### config.mk
export PLATFORM = sky130hd
export DESIGN_NAME = rbc_top
export DESIGN_NICKNAME = d
export VERILOG_FILES = /design/src/hw/rbc_pkg.sv /design/src/hw/rbc_edge_if.sv /design/src/hw/rbc_top.sv /design/src/hw/rbc_pin_sync.sv /design/src/hw/rbc_hold_timer.sv
export VERILOG_INCLUDE_DIRS = /design/src /design/src/hw
export SDC_FILE = /design/constraint.sdc
export NUM_CORES = 1
export LEC_CHECK = 0
export ABC_AREA = 0
export BUFFER_PORTS_ARGS = -buffer_cell sky130_fd_sc_hd__buf_2
export CAP_MARGIN = 40
export CORE_MARGIN = 1
export CORE_UTILIZATION = 30
export CTS_BUF_LIST = sky130_fd_sc_hd__clkbuf_8
export DETAILED_ROUTE_END_ITERATION = 12
export SLEW_MARGIN = 20
export SYNTH_ARGS = -nofsm -noshare
export SYNTH_HDL_FRONTEND = slang
export SYNTH_SLANG_ARGS = --single-unit
### constraint.sdc
create_clock -name clk_i -period 6.05 [get_ports clk_i]
set_input_delay 0.605 -clock clk_i [delete_from_list [all_inputs] [get_ports clk_i]]
set_output_delay 0.605 -clock clk_i [all_outputs]
set_load 0.01 [all_outputs]
### src/hw/rbc_cfg.svh
// Offsets, field positions, reset values and timing counts of the RGB blanking control block.
`ifndef RBC_CFG_SVH
`define RBC_CFG_SVH

// ****************************************
// Clock
// ****************************************
`define RBC_CLK_KHZ           20000

// ****************************************
// Register offsets
// ****************************************
`define RBC_OFS_CTRL          8'h00
`define RBC_OFS_TIMING        8'h04
`define RBC_OFS_PICTURE       8'h08
`define RBC_OFS_STATUS        8'h0C

// ****************************************
// Control register fields
// ****************************************
`define RBC_CTRL_RELEASE_LSB  0
`define RBC_CTRL_RELEASE_MSB  1
`define RBC_CTRL_FORCE_BLANK  2
`define RBC_CTRL_WIDE_EN      3
`define RBC_CTRL_OSD_BLEND    4
`define RBC_CTRL_BLACK_STR    5
`define RBC_CTRL_DOUBLE_RATE  6
`define RBC_CTRL_RESET        7'h00

// ****************************************
// Timing and picture register fields
// ****************************************
`define RBC_TIM_ADJ_LSB       0
`define RBC_TIM_PHASE_LSB     4
`define RBC_TIM_RESET         8'h00
`define RBC_PIC_CONTRAST_LSB  0
`define RBC_PIC_SAT_LSB       8
`define RBC_PIC_DRIVE_LSB     16
`define RBC_CONTRAST_RESET    6'h20
`define RBC_SAT_RESET         6'h16
`define RBC_DRIVE_RESET       4'h8

// ****************************************
// Blanking timing
// ****************************************
`define RBC_BLANK_LEAD_PULSES 40
`define RBC_WB_EXT_NS_1FH     1000
`define RBC_WB_EXT_NS_2FH     500
`define RBC_WB_EXT_CYC_1FH    ((`RBC_WB_EXT_NS_1FH * `RBC_CLK_KHZ) / 1000000)
`define RBC_WB_EXT_CYC_2FH    ((`RBC_WB_EXT_NS_2FH * `RBC_CLK_KHZ) / 1000000)
`define RBC_WB_PHASE_STEP     4
`define RBC_WB_PHASE_CENTRE   8
`define RBC_INHIBIT_MS        500
`define RBC_INHIBIT_CYCLES    (`RBC_INHIBIT_MS * `RBC_CLK_KHZ)

// ****************************************
// Cut-off levels, in units of 10 mV
// ****************************************
`define RBC_LVL_LOW           10'd150
`define RBC_LVL_HIGH          10'd350
`define RBC_G2_WIN_LO         10'd240
`define RBC_G2_WIN_HI         10'd260
`define RBC_CUTOFF_HIGH       10'd260

`endif

### src/hw/rbc_pkg.sv
// Types shared by the RGB blanking control modules.
package rbc_pkg;

    typedef logic [9:0]  rbc_level_t;
    typedef logic [11:0] rbc_count_t;

    typedef enum logic [1:0] {
        RBC_ST_OFF    = 2'b00,
        RBC_ST_WARMUP = 2'b01,
        RBC_ST_RUN    = 2'b10
    } rbc_start_state_t;

endpackage

### src/hw/rbc_edge_if.sv
// Synchronised timing pins and their edge pulses, from the pin synchroniser to the core.
`timescale 1ns/10ps
interface rbc_edge_if;
    logic flyback;
    logic flyback_rise;
    logic flyback_fall;
    logic hsync_rise;

    modport sync_side (output flyback, output flyback_rise, output flyback_fall, output hsync_rise);
    modport core_side (input flyback, input flyback_rise, input flyback_fall, input hsync_rise);
endinterface

### src/hw/rbc_top.sv
// RGB output blanking, cathode calibration start-up and status control with an APB register slave.
`timescale 1ns/10ps
`include "rbc_cfg.svh"
module rbc_top
    import rbc_pkg::*;
#(
    parameter int unsigned INHIBIT_CYCLES = `RBC_INHIBIT_CYCLES
) (
    input  wire logic        clk_i,
    input  wire logic        rst_i,
    input  wire logic        psel_i,
    input  wire logic        penable_i,
    input  wire logic        pwrite_i,
    input  wire logic [7:0]  paddr_i,
    input  wire logic [31:0] pwdata_i,
    output logic      [31:0] prdata_o,
    output logic             pready_o,
    output logic             pslverr_o,
    input  wire logic        flyback_pin_i,
    input  wire logic        hsync_pin_i,
    input  wire logic        meas_valid_i,
    input  wire logic [9:0]  cutoff_red_i,
    input  wire logic [9:0]  cutoff_green_i,
    input  wire logic [9:0]  cutoff_blue_i,
    output logic             rgb_blank_o,
    output logic             cal_loop_active_o,
    output logic             osd_blend_mode_o,
    output logic             black_stretch_enable_o,
    output logic      [5:0]  contrast_o,
    output logic      [5:0]  saturation_o,
    output logic      [3:0]  drive_level_code_o
);
    // ****************************************
    // Register state
    // ****************************************
    logic [6:0]       ctrl;
    logic [7:0]       timing;
    logic [5:0]       contrast;
    logic [5:0]       saturation;
    logic [3:0]       drive_level_code;
    logic             loop_out_of_range_flag;
    logic             g2_window_flag;
    logic             cutoff_high_flag;
    logic             inhibit_busy;
    rbc_start_state_t start_state;
    rbc_start_state_t next_start_state;

    wire [1:0] horiz_output_release    = ctrl[`RBC_CTRL_RELEASE_MSB:`RBC_CTRL_RELEASE_LSB];
    wire       force_rgb_blank         = ctrl[`RBC_CTRL_FORCE_BLANK];
    wire       wide_blank_enable       = ctrl[`RBC_CTRL_WIDE_EN];
    wire       osd_blend_select        = ctrl[`RBC_CTRL_OSD_BLEND];
    wire       black_stretch_enable    = ctrl[`RBC_CTRL_BLACK_STR];
    wire       double_rate             = ctrl[`RBC_CTRL_DOUBLE_RATE];
    wire [3:0] counter_blank_start_adj = timing[`RBC_TIM_ADJ_LSB +: 4];
    wire [3:0] wide_blank_phase        = timing[`RBC_TIM_PHASE_LSB +: 4];

    // ****************************************
    // APB slave
    // ****************************************
    wire apb_setup = psel_i & ~penable_i;
    wire apb_done  = psel_i & penable_i & pready_o;
    wire hit_ctrl  = (paddr_i == `RBC_OFS_CTRL);
    wire hit_tim   = (paddr_i == `RBC_OFS_TIMING);
    wire hit_pic   = (paddr_i == `RBC_OFS_PICTURE);
    wire hit_stat  = (paddr_i == `RBC_OFS_STATUS);
    wire hit_any   = hit_ctrl | hit_tim | hit_pic | hit_stat;
    // Status is read-only, so a write to it is refused like an unmapped address.
    wire bad_acc   = ~hit_any | (hit_stat & pwrite_i);
    wire wr_ctrl   = apb_done & pwrite_i & hit_ctrl;
    wire wr_tim    = apb_done & pwrite_i & hit_tim;
    wire wr_pic    = apb_done & pwrite_i & hit_pic;

    wire [31:0] pic_word  = {12'h000, drive_level_code, 2'b00, saturation, 2'b00, contrast};
    wire [31:0] stat_word = {26'h000_0000, (start_state == RBC_ST_WARMUP), inhibit_busy, rgb_blank_o,
                             cutoff_high_flag, g2_window_flag, loop_out_of_range_flag};
    wire [31:0] read_word = hit_ctrl ? {25'h000_0000, ctrl} :
                            hit_tim  ? {24'h00_0000, timing} :
                            hit_pic  ? pic_word :
                            hit_stat ? stat_word : 32'h0000_0000;

    always_ff @(posedge clk_i) begin
        if (rst_i) begin
            pready_o  <= 1'b0;
            pslverr_o <= 1'b0;
            prdata_o  <= 32'h0000_0000;
        end else begin
            pready_o  <= apb_setup;
            pslverr_o <= apb_setup & bad_acc;
            prdata_o  <= (apb_setup & ~pwrite_i) ? read_word : 32'h0000_0000;
        end
    end

    always_ff @(posedge clk_i) begin
        if (rst_i) begin
            ctrl             <= `RBC_CTRL_RESET;
            timing           <= `RBC_TIM_RESET;
            contrast         <= `RBC_CONTRAST_RESET;
            saturation       <= `RBC_SAT_RESET;
            drive_level_code <= `RBC_DRIVE_RESET;
        end else begin
            if (wr_ctrl) begin
                ctrl <= pwdata_i[6:0];
            end
            if (wr_tim) begin
                timing <= pwdata_i[7:0];
            end
            if (wr_pic) begin
                contrast         <= pwdata_i[`RBC_PIC_CONTRAST_LSB +: 6];
                saturation       <= pwdata_i[`RBC_PIC_SAT_LSB +: 6];
                drive_level_code <= pwdata_i[`RBC_PIC_DRIVE_LSB +: 4];
            end
        end
    end

    // ****************************************
    // Timing pins
    // ****************************************
    rbc_edge_if edges ();

    rbc_pin_sync u_pin_sync (
        .clk_i         (clk_i),
        .rst_i         (rst_i),
        .flyback_pin_i (flyback_pin_i),
        .hsync_pin_i   (hsync_pin_i),
        .edges         (edges.sync_side)
    );

    // ****************************************
    // Counter blanking around the flyback pulse
    // ****************************************
    // The flyback centre is only known after the fact, so the start is predicted from the
    // previous line period and flyback width, counted from the previous leading edge.
    rbc_count_t fb_cnt;
    rbc_count_t line_period;
    rbc_count_t fb_width;
    logic       period_valid;
    logic       counter_blank;

    wire rbc_count_t blank_target = line_period + {1'b0, fb_width[11:1]}
                                    - 12'(`RBC_BLANK_LEAD_PULSES)
                                    - {8'h00, counter_blank_start_adj};
    wire rbc_count_t next_fb_cnt  = edges.flyback_rise ? 12'h000 :
                                    (fb_cnt == 12'hFFF) ? fb_cnt : fb_cnt + 12'h001;
    wire             blank_begin  = period_valid & ~edges.flyback_rise & (fb_cnt == blank_target);

    always_ff @(posedge clk_i) begin
        if (rst_i) begin
            // Starting saturated keeps the partial line after reset from posing as a period.
            fb_cnt        <= 12'hFFF;
            line_period   <= 12'h000;
            fb_width      <= 12'h000;
            period_valid  <= 1'b0;
            counter_blank <= 1'b0;
        end else begin
            fb_cnt <= next_fb_cnt;
            if (edges.flyback_rise) begin
                line_period  <= fb_cnt;
                period_valid <= (fb_cnt != 12'hFFF);
            end
            if (edges.flyback_fall) begin
                fb_width <= fb_cnt;
            end
            if (edges.flyback_fall) begin
                counter_blank <= 1'b0;
            end else if (blank_begin) begin
                counter_blank <= 1'b1;
            end
        end
    end

    // ****************************************
    // Wide blanking tied to horizontal sync
    // ****************************************
    rbc_count_t h_cnt;
    rbc_count_t blank_start_h;
    rbc_count_t blank_len;
    logic       wide_blank;

    wire rbc_count_t wb_ext     = double_rate ? 12'(`RBC_WB_EXT_CYC_2FH) : 12'(`RBC_WB_EXT_CYC_1FH);
    wire rbc_count_t wb_phase   = 12'({8'h00, wide_blank_phase} * `RBC_WB_PHASE_STEP);
    wire rbc_count_t wb_centre  = 12'(`RBC_WB_PHASE_CENTRE * `RBC_WB_PHASE_STEP);
    wire rbc_count_t wide_start = blank_start_h - wb_ext + wb_phase - wb_centre;
    wire rbc_count_t wide_end   = wide_start + blank_len + {wb_ext[10:0], 1'b0};

    always_ff @(posedge clk_i) begin
        if (rst_i) begin
            h_cnt         <= 12'h000;
            blank_start_h <= 12'h000;
            blank_len     <= 12'h000;
            wide_blank    <= 1'b0;
        end else begin
            h_cnt <= edges.hsync_rise ? 12'h000 : h_cnt + 12'h001;
            if (blank_begin) begin
                blank_start_h <= h_cnt;
            end
            if (edges.flyback_fall) begin
                blank_len <= h_cnt - blank_start_h;
            end
            if (h_cnt == wide_start) begin
                wide_blank <= 1'b1;
            end else if (h_cnt == wide_end) begin
                wide_blank <= 1'b0;
            end
        end
    end

    // ****************************************
    // Start-up blanking and calibration loop
    // ****************************************
    logic released_q;

    wire released      = &horiz_output_release;
    wire release_rise  = released & ~released_q;

    rbc_hold_timer #(
        .HOLD_CYCLES (INHIBIT_CYCLES)
    ) u_inhibit (
        .clk_i    (clk_i),
        .rst_i    (rst_i),
        .start_i  (release_rise),
        .cancel_i (~released),
        .busy_o   (inhibit_busy)
    );

    wire red_bad   = (cutoff_red_i < `RBC_LVL_LOW) | (cutoff_red_i > `RBC_LVL_HIGH);
    wire green_bad = (cutoff_green_i < `RBC_LVL_LOW) | (cutoff_green_i > `RBC_LVL_HIGH);
    wire blue_bad  = (cutoff_blue_i < `RBC_LVL_LOW) | (cutoff_blue_i > `RBC_LVL_HIGH);
    wire any_bad   = red_bad | green_bad | blue_bad;
    wire rbc_level_t low_rg = (cutoff_red_i < cutoff_green_i) ? cutoff_red_i : cutoff_green_i;
    wire rbc_level_t lowest = (low_rg < cutoff_blue_i) ? low_rg : cutoff_blue_i;
    wire g2_in_window = (lowest >= `RBC_G2_WIN_LO) & (lowest <= `RBC_G2_WIN_HI);
    wire lowest_high  = (lowest > `RBC_CUTOFF_HIGH);

    // A release always marks the loop out of range, so a warm tube still waits out the inhibit.
    wire oor_set    = release_rise | (meas_valid_i & any_bad);
    wire oor_clear  = meas_valid_i & ~any_bad & ~inhibit_busy;
    wire next_oor   = oor_set ? 1'b1 : (oor_clear ? 1'b0 : loop_out_of_range_flag);
    wire oor_fall   = loop_out_of_range_flag & ~next_oor;

    always_comb begin
        next_start_state = start_state;
        case (start_state)
            RBC_ST_OFF: begin
                if (release_rise) begin
                    next_start_state = RBC_ST_WARMUP;
                end
            end
            RBC_ST_WARMUP: begin
                if (!released) begin
                    next_start_state = RBC_ST_OFF;
                end else if (oor_fall) begin
                    next_start_state = RBC_ST_RUN;
                end
            end
            RBC_ST_RUN: begin
                if (!released) begin
                    next_start_state = RBC_ST_OFF;
                end
            end
            default: begin
                next_start_state = RBC_ST_OFF;
            end
        endcase
    end

    always_ff @(posedge clk_i) begin
        if (rst_i) begin
            released_q             <= 1'b0;
            start_state            <= RBC_ST_OFF;
            loop_out_of_range_flag <= 1'b0;
            g2_window_flag         <= 1'b0;
            cutoff_high_flag       <= 1'b0;
        end else begin
            released_q             <= released;
            start_state            <= next_start_state;
            loop_out_of_range_flag <= next_oor;
            if (meas_valid_i) begin
                g2_window_flag   <= g2_in_window;
                cutoff_high_flag <= lowest_high;
            end
        end
    end

    // ****************************************
    // Outputs
    // ****************************************
    // Force blank overrides everything; the host decides when it is safe to drop it.
    wire next_blank = force_rgb_blank | (next_start_state == RBC_ST_WARMUP) | counter_blank
                      | (wide_blank_enable & wide_blank);

    always_ff @(posedge clk_i) begin
        if (rst_i) begin
            rgb_blank_o            <= 1'b1;
            cal_loop_active_o      <= 1'b0;
            osd_blend_mode_o       <= 1'b0;
            black_stretch_enable_o <= 1'b0;
            contrast_o             <= `RBC_CONTRAST_RESET;
            saturation_o           <= `RBC_SAT_RESET;
            drive_level_code_o     <= `RBC_DRIVE_RESET;
        end else begin
            rgb_blank_o            <= next_blank;
            cal_loop_active_o      <= (next_start_state != RBC_ST_OFF);
            osd_blend_mode_o       <= osd_blend_select;
            black_stretch_enable_o <= black_stretch_enable;
            contrast_o             <= contrast;
            saturation_o           <= saturation;
            drive_level_code_o     <= drive_level_code;
        end
    end

    // ****************************************
    // Assertions
    // ****************************************
    a_force_blanks: assert property (@(posedge clk_i) disable iff (rst_i)
        force_rgb_blank |=> rgb_blank_o)
        else $error("force blank did not blank the outputs");

    a_blank_ends_trail: assert property (@(posedge clk_i) disable iff (rst_i)
        edges.flyback_fall |=> !counter_blank)
        else $error("counter blank outlived the flyback trailing edge");

    a_blank_start_pos: assert property (@(posedge clk_i) disable iff (rst_i)
        $rose(counter_blank) |-> $past(fb_cnt) == $past(blank_target))
        else $error("counter blank started at the wrong count");

    a_wide_start_pos: assert property (@(posedge clk_i) disable iff (rst_i)
        $rose(wide_blank) |-> $past(h_cnt) == $past(wide_start))
        else $error("wide blank started at the wrong phase");

    a_oor_sets: assert property (@(posedge clk_i) disable iff (rst_i)
        (meas_valid_i && any_bad) |=> loop_out_of_range_flag)
        else $error("out-of-range level did not set the flag");

    a_oor_inhibit: assert property (@(posedge clk_i) disable iff (rst_i)
        (inhibit_busy && loop_out_of_range_flag) |=> loop_out_of_range_flag)
        else $error("flag cleared during the inhibit time");

    a_release_starts: assert property (@(posedge clk_i) disable iff (rst_i)
        release_rise |=> (start_state == RBC_ST_WARMUP) ##1 (rgb_blank_o && cal_loop_active_o))
        else $error("release did not blank and start the loop");

    a_unblank_on_fall: assert property (@(posedge clk_i) disable iff (rst_i)
        (start_state == RBC_ST_WARMUP && released && loop_out_of_range_flag) ##1 !loop_out_of_range_flag
        |-> start_state == RBC_ST_RUN)
        else $error("start-up blank not removed when flag fell");

    a_g2_window: assert property (@(posedge clk_i) disable iff (rst_i)
        meas_valid_i |=> g2_window_flag == ($past(lowest) >= 10'd240 && $past(lowest) <= 10'd260))
        else $error("g2 window flag wrong");

    a_cutoff_high: assert property (@(posedge clk_i) disable iff (rst_i)
        meas_valid_i |=> cutoff_high_flag == ($past(lowest) > 10'd260))
        else $error("cut-off-high flag wrong");

    a_blend_follows: assert property (@(posedge clk_i) disable iff (rst_i)
        wr_ctrl |=> ##1 osd_blend_mode_o == $past(pwdata_i[4], 2))
        else $error("blend select not applied");
endmodule

### src/hw/rbc_pin_sync.sv
// Two-stage synchroniser and edge detector for the flyback and horizontal sync pins.
`timescale 1ns/10ps
module rbc_pin_sync
    import rbc_pkg::*;
(
    input  wire logic       clk_i,
    input  wire logic       rst_i,
    input  wire logic       flyback_pin_i,
    input  wire logic       hsync_pin_i,
    rbc_edge_if.sync_side   edges
);
    logic [1:0] pin_raw;
    logic [1:0] stage1;
    logic [1:0] stage2;
    logic [1:0] stage3;

    assign pin_raw = {hsync_pin_i, flyback_pin_i};

    // The edge detector looks only at the second and third stages.
    for (genvar i = 0; i < 2; i++) begin : g_sync
        always_ff @(posedge clk_i) begin
            if (rst_i) begin
                stage1[i] <= 1'b0;
                stage2[i] <= 1'b0;
                stage3[i] <= 1'b0;
            end else begin
                stage1[i] <= pin_raw[i];
                stage2[i] <= stage1[i];
                stage3[i] <= stage2[i];
            end
        end
    end

    assign edges.flyback      = stage2[0];
    assign edges.flyback_rise = stage2[0] & ~stage3[0];
    assign edges.flyback_fall = ~stage2[0] & stage3[0];
    assign edges.hsync_rise   = stage2[1] & ~stage3[1];
endmodule

### src/hw/rbc_hold_timer.sv
// Retriggerable hold timer that stays busy for a set number of clock cycles after a start pulse.
`timescale 1ns/10ps
module rbc_hold_timer #(
    parameter int unsigned HOLD_CYCLES = 32'd1000
) (
    input  wire logic clk_i,
    input  wire logic rst_i,
    input  wire logic start_i,
    input  wire logic cancel_i,
    output logic      busy_o
);
    logic [31:0] remain;
    logic [31:0] next_remain;

    assign next_remain = start_i            ? HOLD_CYCLES :
                         cancel_i           ? 32'h0000_0000 :
                         (remain != 32'h0000_0000) ? remain - 32'h0000_0001 :
                                              32'h0000_0000;

    always_ff @(posedge clk_i) begin
        if (rst_i) begin
            remain <= 32'h0000_0000;
            busy_o <= 1'b0;
        end else begin
            remain <= next_remain;
            busy_o <= (next_remain != 32'h0000_0000);
        end
    end
endmodule

-- Word level (Yosys, flattened, before mapping)
Cells that the tools add are included.
- flip-flop bits (word level): 205
- input bits: 78
- output and inout bits: 54
- word-level logic and storage cells: 156
- add/sub/neg operators: 12
- magnitude comparators: 11
- eq/ne operators: 12
- mux-type cells: 21
- bitwise operators: 47
- reduce and logical (&&, ||, !) cells: 13
- operators by type and width (kind ; number):
    2-to-1 mux 32 bit ; 3
    nonzero test 32 bit ; 2
    > comparator 10 x 9 -> 1 bit (second input constant) ; 4
    equality test 12 bit ; 3
    subtractor 32 x 1 -> 32 bit (second input constant) ; 1
    less-than comparator 10 x 8 -> 1 bit (second input constant) ; 3
    adder 12 x 1 -> 12 bit (second input constant) ; 2
    adder 12 x 6 -> 12 bit ; 2
    2-to-1 mux 12 bit ; 2
    subtractor 12 x 6 -> 12 bit (second input constant) ; 2
    bitwise AND 1 bit ; 22
    less-than comparator 10 bit ; 2
    2-to-1 mux 10 bit ; 2
    2-to-1 mux 20 bit ; 1
    equality test 8 x 4 -> 1 bit (second input constant) ; 2
    OR 1 bit ; 13
    adder 12 x 11 -> 12 bit ; 1
    adder 12 bit ; 1
    equality test 12 bit (second input constant) ; 1
    != test 12 bit (second input constant) ; 1
    inverter 1 bit ; 12
    subtractor 12 bit ; 1
    subtractor 12 x 4 -> 12 bit ; 1
    subtractor 12 x 5 -> 12 bit ; 1
    other kinds (21) ; 31

-- Depth between registers and ports, before layout
- word-level depth: 18
- mapped depth: 21
- gate-level depth less buffers: 21

-- Modules after synthesis
A second synthesis with hierarchy kept.
- cells, all modules: 1341
- area total of the unflattened synthesis: 11323.4 µm²
- modules (own cells, without submodules) (module ; times used ; cells each ; area an instance (µm²) ; seq. area each (µm²)):
    rbc_top ; 1 ; 1103 ; 9362.7 ; 3022.9
    rbc_hold_timer ; 1 ; 223 ; 1784.2 ; 660.6
    rbc_pin_sync ; 1 ; 15 ; 176.4 ; 120.1

-- Worst setup path before layout
No wires, ideal clock.
- path kind: register -> register
- start point: register ctrl[6]
- end point: register wide_blank
- setup time: 0.133 ns
- arrival: 4.717 ns
- required time: 5.917 ns
- slack: 1.200 ns
- stages on the path, launching flop included: 22
- buffers on the path: 0
- period minus slack after synthesis: 4.850 ns
- path through: dfxtp_1 inv_1 fa_1 inv_1 ha_1 ha_1 fa_1 a21o_1 a21oi_1 nor2b_1 o21ai_0 a21oi_1 xor2_1 ha_1 ha_1 and2_1 o21ai_0 o311ai_0 a211oi_1 xor2_1 o41ai_1 o41ai_1
- word-level cells in the longest chain between the ends: 8
- elaborated cells between the ends (all ways): 10
- those cells by class: add/sub (5); eq/ne (2); mux (2); reduce/logical (1)
- ends and longest elaborated chain (item ; RTL line ; RTL):
    start, declared ; rbc_top.sv:36 ; logic [6:0] ctrl;
    start signal, assigned ; rbc_top.sv:95 ; ctrl <= `RBC_CTRL_RESET;
    start signal, assigned ; rbc_top.sv:102 ; ctrl <= pwdata_i[6:0];
    2-to-1 mux 5 bit (*) ; rbc_top.sv:179 ; wire rbc_count_t wb_ext = double_rate ? 12'(`RBC_WB_EXT_CYC_2FH) : 12'(`RBC_WB_EXT_CYC_1FH);
    subtractor 12 x 5 -> 12 bit ; rbc_top.sv:182 ; wire rbc_count_t wide_start = blank_start_h - wb_ext + wb_phase - wb_centre;
    adder 12 x 6 -> 12 bit ; rbc_top.sv:182 ;
    subtractor 12 x 6 -> 12 bit ; rbc_top.sv:182 ;
    adder 12 bit ; rbc_top.sv:183 ; wire rbc_count_t wide_end = wide_start + blank_len + {wb_ext[10:0], 1'b0};
    adder 12 x 6 -> 12 bit ; rbc_top.sv:183 ;
    equality test 12 bit ; rbc_top.sv:201 ; end else if (h_cnt == wide_end) begin
    nonzero test 2 bit (no line) ; -- ;
    end signal, assigned ; rbc_top.sv:190 ; wide_blank <= 1'b0;
    end signal, assigned ; rbc_top.sv:200 ; wide_blank <= 1'b1;
    end signal, assigned ; rbc_top.sv:202 ; wide_blank <= 1'b0;
    end, declared ; rbc_top.sv:177 ; logic wide_blank;
Mark *: on every way between the ends. The rest lies on a longest branch, timed or not.
A chain may end at the register's enable or synchronous reset.

-- Final worst setup path
Same ends and word-level chain as after synthesis.

==> flow_summary.html <==
<table>
<tr><th>Metric</th><th>Value</th></tr>
<tr><th colspan="2">Status</th></tr>
<tr><td>Status</td><td>finished clean</td></tr>
<tr><th colspan="2">STA</th></tr>
<tr><td>Max-slew violation total from the final report</td><td>0</td></tr>
<tr><td>Post-route worst hold slack</td><td>approximately 0.33 ns</td></tr>
<tr><td>Rel. slew slack</td><td>around two fifths</td></tr>
<tr><td>Total negative slack for setup checks</td><td>0 ns</td></tr>
<tr><td># setup viols final</td><td>0</td></tr>
<tr><td>Period Utilization, post-route</td><td>between 80% and 90%</td></tr>
<tr><td>Peak clock frequency supported by timing</td><td>between 0.15 and 0.2 GHz</td></tr>
<tr><td>Worst-Margin Slew</td><td>roughly 0.9 ns</td></tr>
<tr><td>Maximum clock skew at final layout</td><td>approximately 0.018 ns</td></tr>
<tr><td>Minimum clock period after layout</td><td>approximately 5.4 ns</td></tr>
<tr><td>Setup repair after global routing missed its margin</td><td>false</td></tr>
<tr><td>Hold Vio Cnt, Final</td><td>0</td></tr>
<tr><th colspan="2">Floorplan</th></tr>
<tr><td>I/O pin count</td><td>132</td></tr>
<tr><td>Full die area</td><td>between 0.03 and 0.04 mm^2</td></tr>
<tr><td>Die X-Extent</td><td>between 150 and 200 um</td></tr>
<tr><td>Core Box Area</td><td>0.0368 mm^2</td></tr>
<tr><td>Number of placement rows</td><td>70</td></tr>
<tr><td>Y dimension of the die</td><td>196 um</td></tr>
<tr><td>Initial Util</td><td>between 30% and 40%</td></tr>
<tr><th colspan="2">Clock network</th></tr>
<tr><td>Buffer count from post-CTS setup fixing</td><td>0</td></tr>
<tr><td>Clock tree from TritonCTS</td><td>yes</td></tr>
<tr><td>Register clock-pin slew on the reported worst setup and hold paths</td><td>0.11 ns</td></tr>
<tr><td>Clock root buffer</td><td>clkbuf_8</td></tr>
<tr><td>Inserted Clock Buffers</td><td>17</td></tr>
<tr><td>H-tree Lvls</td><td>4</td></tr>
<tr><td>Sinks on Clock Net</td><td>190</td></tr>
<tr><td>Post-cts sizing count</td><td>0</td></tr>
<tr><td>Hold-fix buffers at CTS</td><td>0</td></tr>
<tr><td>Clock buffer depth</td><td>2</td></tr>
<tr><td>Clock insertion delay at the later pin of the skew report</td><td>0.48 ns</td></tr>
<tr><th colspan="2">GRT</th></tr>
<tr><td>Number of global-route vias before repair</td><td>9,087</td></tr>
<tr><td>Final global-route overflow total</td><td>0</td></tr>
<tr><td>Wire length of the first global-routing pass</td><td>around 45,000 um</td></tr>
<tr><td>Antenna violations before repair</td><td>2</td></tr>
<tr><td>Pin count of the biggest net entering global routing</td><td>a little over 80</td></tr>
<tr><td>GRT Resource Usage Total</td><td>14.4%</td></tr>
<tr><th colspan="2">Setup path</th></tr>
<tr><td>Category of the most critical setup path</td><td>reg2reg</td></tr>
<tr><td>Data arrival time of the critical path</td><td>roughly 5.7 ns</td></tr>
<tr><td>Flop-to-flop setup slack</td><td>0.65 ns</td></tr>
<tr><td>Nature of the critical path startpoint</td><td>flop</td></tr>
<tr><td>Kind of end point of the critical path</td><td>flop</td></tr>
<tr><td>Required time reported for the critical path endpoint</td><td>between 6 and 7 ns</td></tr>
<tr><td>Max FO, Critical Path</td><td>7</td></tr>
<tr><th colspan="2">Synthesis</th></tr>
<tr><td>Yosys cell types</td><td>66</td></tr>
<tr><td>Average instance area after synthesis</td><td>8.30 um^2</td></tr>
<tr><td>Area of the mapped netlist</td><td>around 0.011 mm^2</td></tr>
<tr><td>Most common cell in the netlist</td><td>dfxtp_1</td></tr>
<tr><td>Post-synthesis cell count</td><td>between 1,000 and 1,500</td></tr>
<tr><td>Library cell with the largest summed area after synthesis</td><td>dfxtp_1</td></tr>
<tr><td>Top post-synthesis cells by area</td><td>dfxtp_1, ha_1, xnor2_1, nand2_1, nor2_1</td></tr>
<tr><td>Most frequent cells after synthesis</td><td>dfxtp_1, nand2_1, nor2_1, inv_1, a21oi_1</td></tr>
<tr><td>Sequential area share after synthesis</td><td>roughly 34%</td></tr>
<tr><td>Primary FF master, synth</td><td>dfxtp_1</td></tr>
<tr><td>Count of state elements after synthesis</td><td>190</td></tr>
<tr><td>FFs w/ async S/R, synth</td><td>0%</td></tr>
<tr><td>EDFF count, synth</td><td>0</td></tr>
<tr><td>Post-synth top area share</td><td>between 30% and 40%</td></tr>
<tr><td>Yosys warning total</td><td>0</td></tr>
<tr><th colspan="2">Pwr</th></tr>
<tr><td>IR drop worst, VDD</td><td>~110 uV</td></tr>
<tr><td>Power per Cell Area</td><td>about 230 mW/mm^2</td></tr>
<tr><td>Leakage power summed over all cells</td><td>between 0.005 and 0.006 uW</td></tr>
<tr><th colspan="2">Min path</th></tr>
<tr><td>Worst hold path class</td><td>in2reg</td></tr>
<tr><th colspan="2">Routing</th></tr>
<tr><td>Post-Route WL</td><td>around 27,000 um</td></tr>
<tr><td>Residual antenna-violating net count after detailed routing</td><td>0</td></tr>
<tr><td>1st-pass router iterations</td><td>5</td></tr>
<tr><td>Detailed-route vias per instance</td><td>roughly 4.9</td></tr>
<tr><td>Average wire per cell in the routed design</td><td>roughly 14 um</td></tr>
<tr><td>DRC violation count after routing</td><td>0</td></tr>
<tr><td>Drt first-iter violations</td><td>between 400 and 500</td></tr>
<tr><td>Vias</td><td>approximately 9,000</td></tr>
<tr><th colspan="2">Job</th></tr>
<tr><td>Number of max-cap violations</td><td>0</td></tr>
<tr><th colspan="2">Final layout</th></tr>
<tr><td>Total of fill cells in the finished design</td><td>3,844</td></tr>
<tr><td>Area grow syn2layout</td><td>11.5%</td></tr>
<tr><td>Footprint of the multi-input gates</td><td>just under 0.007 mm^2</td></tr>
<tr><td>Final Net Count</td><td>1,602</td></tr>
<tr><td>Antenna cells</td><td>0</td></tr>
<tr><td>Share of post-route cells with drive strength above 1</td><td>approximately an eighth</td></tr>
<tr><td>Register cell area after layout</td><td>between 0.003 and 0.004 mm^2</td></tr>
<tr><th colspan="2">Place</th></tr>
<tr><td>Final weighted congestion in routability-driven placement</td><td>about 0.88</td></tr>
<tr><td>Port Buf Inserts</td><td>just over 100</td></tr>
<tr><td>Detailed placer's ending HPWL</td><td>20,300 um</td></tr>
</table>
[routing by layer]
| layer | wire [um] | global-route usage [%] | vias up |
|---|---|---|---|
| li1 | - | - | 4722 |
| met1 | 13100 | 19.4 | 4375 |
| met2 | 12500 | 24.0 | 153 |
| met3 | 992 | 2.23 | 26 |
| met4 | 339 | 3.67 | 2 |
| met5 | 12 | 0 | - |
[layout by cell type, fill, tap and decap left out, drive strengths merged, types with 12 or more instances in the layout]
master	netlist	layout
mux2i	31	31
xnor2	71	71
nor2	124	124
dfxtp	190	190
a21oi	85	85
inv	113	117
nand2	142	142
nor3	39	39
or3	23	23
buf	27	113
nand4	15	15
xor2	35	35
clkbuf	55	17
ha	83	83
o21ai	57	57
nor2b	40	40
and2	12	12
nand3	37	37
conb	1	14
fa	17	17
a211oi	12	12
nor4	14	14
[critical path, stage by stage (launching register included)]
cell and delay, ns:
dfxtp_1 0.43, inv_1 0.25, fa_1 0.60, inv_1 0.04
ha_1 0.28, ha_1 0.21, fa_1 0.42, a21o_1 0.20
a21oi_1 0.23, nor2b_1 0.12, o21ai_0 0.20, a21oi_1 0.12
xor2_1 0.23, ha_1 0.28, ha_1 0.35, and2_1 0.18
o21ai_0 0.12, o311ai_0 0.15, a211oi_1 0.27, xor2_1 0.11
o41ai_1 0.35, o41ai_1 0.13
[per-stage QoR]
| stage | instances | util, % | total power, uW | setup slack [ns] | instance area (um^2) |
|---|---|---|---|---|---|
| floorplan | 1374 | - | 1850 | 1.20 | 11300 |
| global route | 1905 | 34.2 | 3020 | 0.225 | 12600 |
| global placement | 1871 | 32.9 | 1980 | 0.679 | 12100 |
| detailed placement | 1872 | 33.0 | 1990 | 0.675 | 12100 |
| finish | 1905 | 34.2 | 2850 | 0.654 | 12600 |
| CTS | 1904 | 34.2 | 2880 | 0.630 | 12600 |
[final cells by class]
class | instances | share of cell area (%)
well taps | 468 | 4.65
inverters | 113 | 3.37
repair buffers | 113 | 4.97
multi-input cells | 989 | 53.4
flip-flops and latches | 190 | 30.2
clock inverters | 15 | 1.58
clock buffers | 17 | 1.86
[path summary, 6_finish.rpt]
check,end,from,depth (start not counted)
max,wide_blank$_SDFFE_PP0P_,ctrl[6]$_SDFFE_PP0P_,21
min,saturation[1]$_SDFFE_PP1P_,pwdata_i[9],3
max reg2reg,wide_blank$_SDFFE_PP0P_,ctrl[6]$_SDFFE_PP0P_,21
min reg2reg,u_pin_sync.stage3[1]$_SDFF_PP0_,u_pin_sync.stage2[1]$_SDFF_PP0_,2
[flip-flops by register name, indices dropped and copies added, names as in the netlist, 2 cells and up]
name and count:
u_pin_sync.stage3 2, saturation 6, fb_cnt 12, drive_level_code 4, u_inhibit.remain 32, contrast 6
timing 8, contrast_o 6, fb_width 11, saturation_o 6, blank_start_h 12, prdata_o 18
start_state 2, u_pin_sync.stage1 2, line_period 12, ctrl 7, h_cnt 12, blank_len 12
drive_level_code_o 4
[power breakdown]
part / switching (uW) / total [uW] / internal, uW / leakage [uW]
Sequential: 82.8 / 1380 / 1300 / 0.00154
Combinational: 321 / 581 / 260 / 0.00360
Clock: 528 / 883 / 355 / 0.000215
Total: 932 / 2850 / 1920 / 0.00536
[logic make-up (layout without fill, tap and decap cells)]
family / after synthesis / after routing / share of synthesized area, %
xor+xnor: 106 / 106 / 8.22
other cells: 1 / 14 / 0.0332
buf+inv: 195 / 258 / 7.29
flops: 190 / 190 / 33.7
simple gates: 500 / 500 / 21.8
mux: 38 / 38 / 4.05
compound gates: 231 / 231 / 12.7
fa+ha+maj: 100 / 100 / 12.2
(Power assumes the default switching activity.)
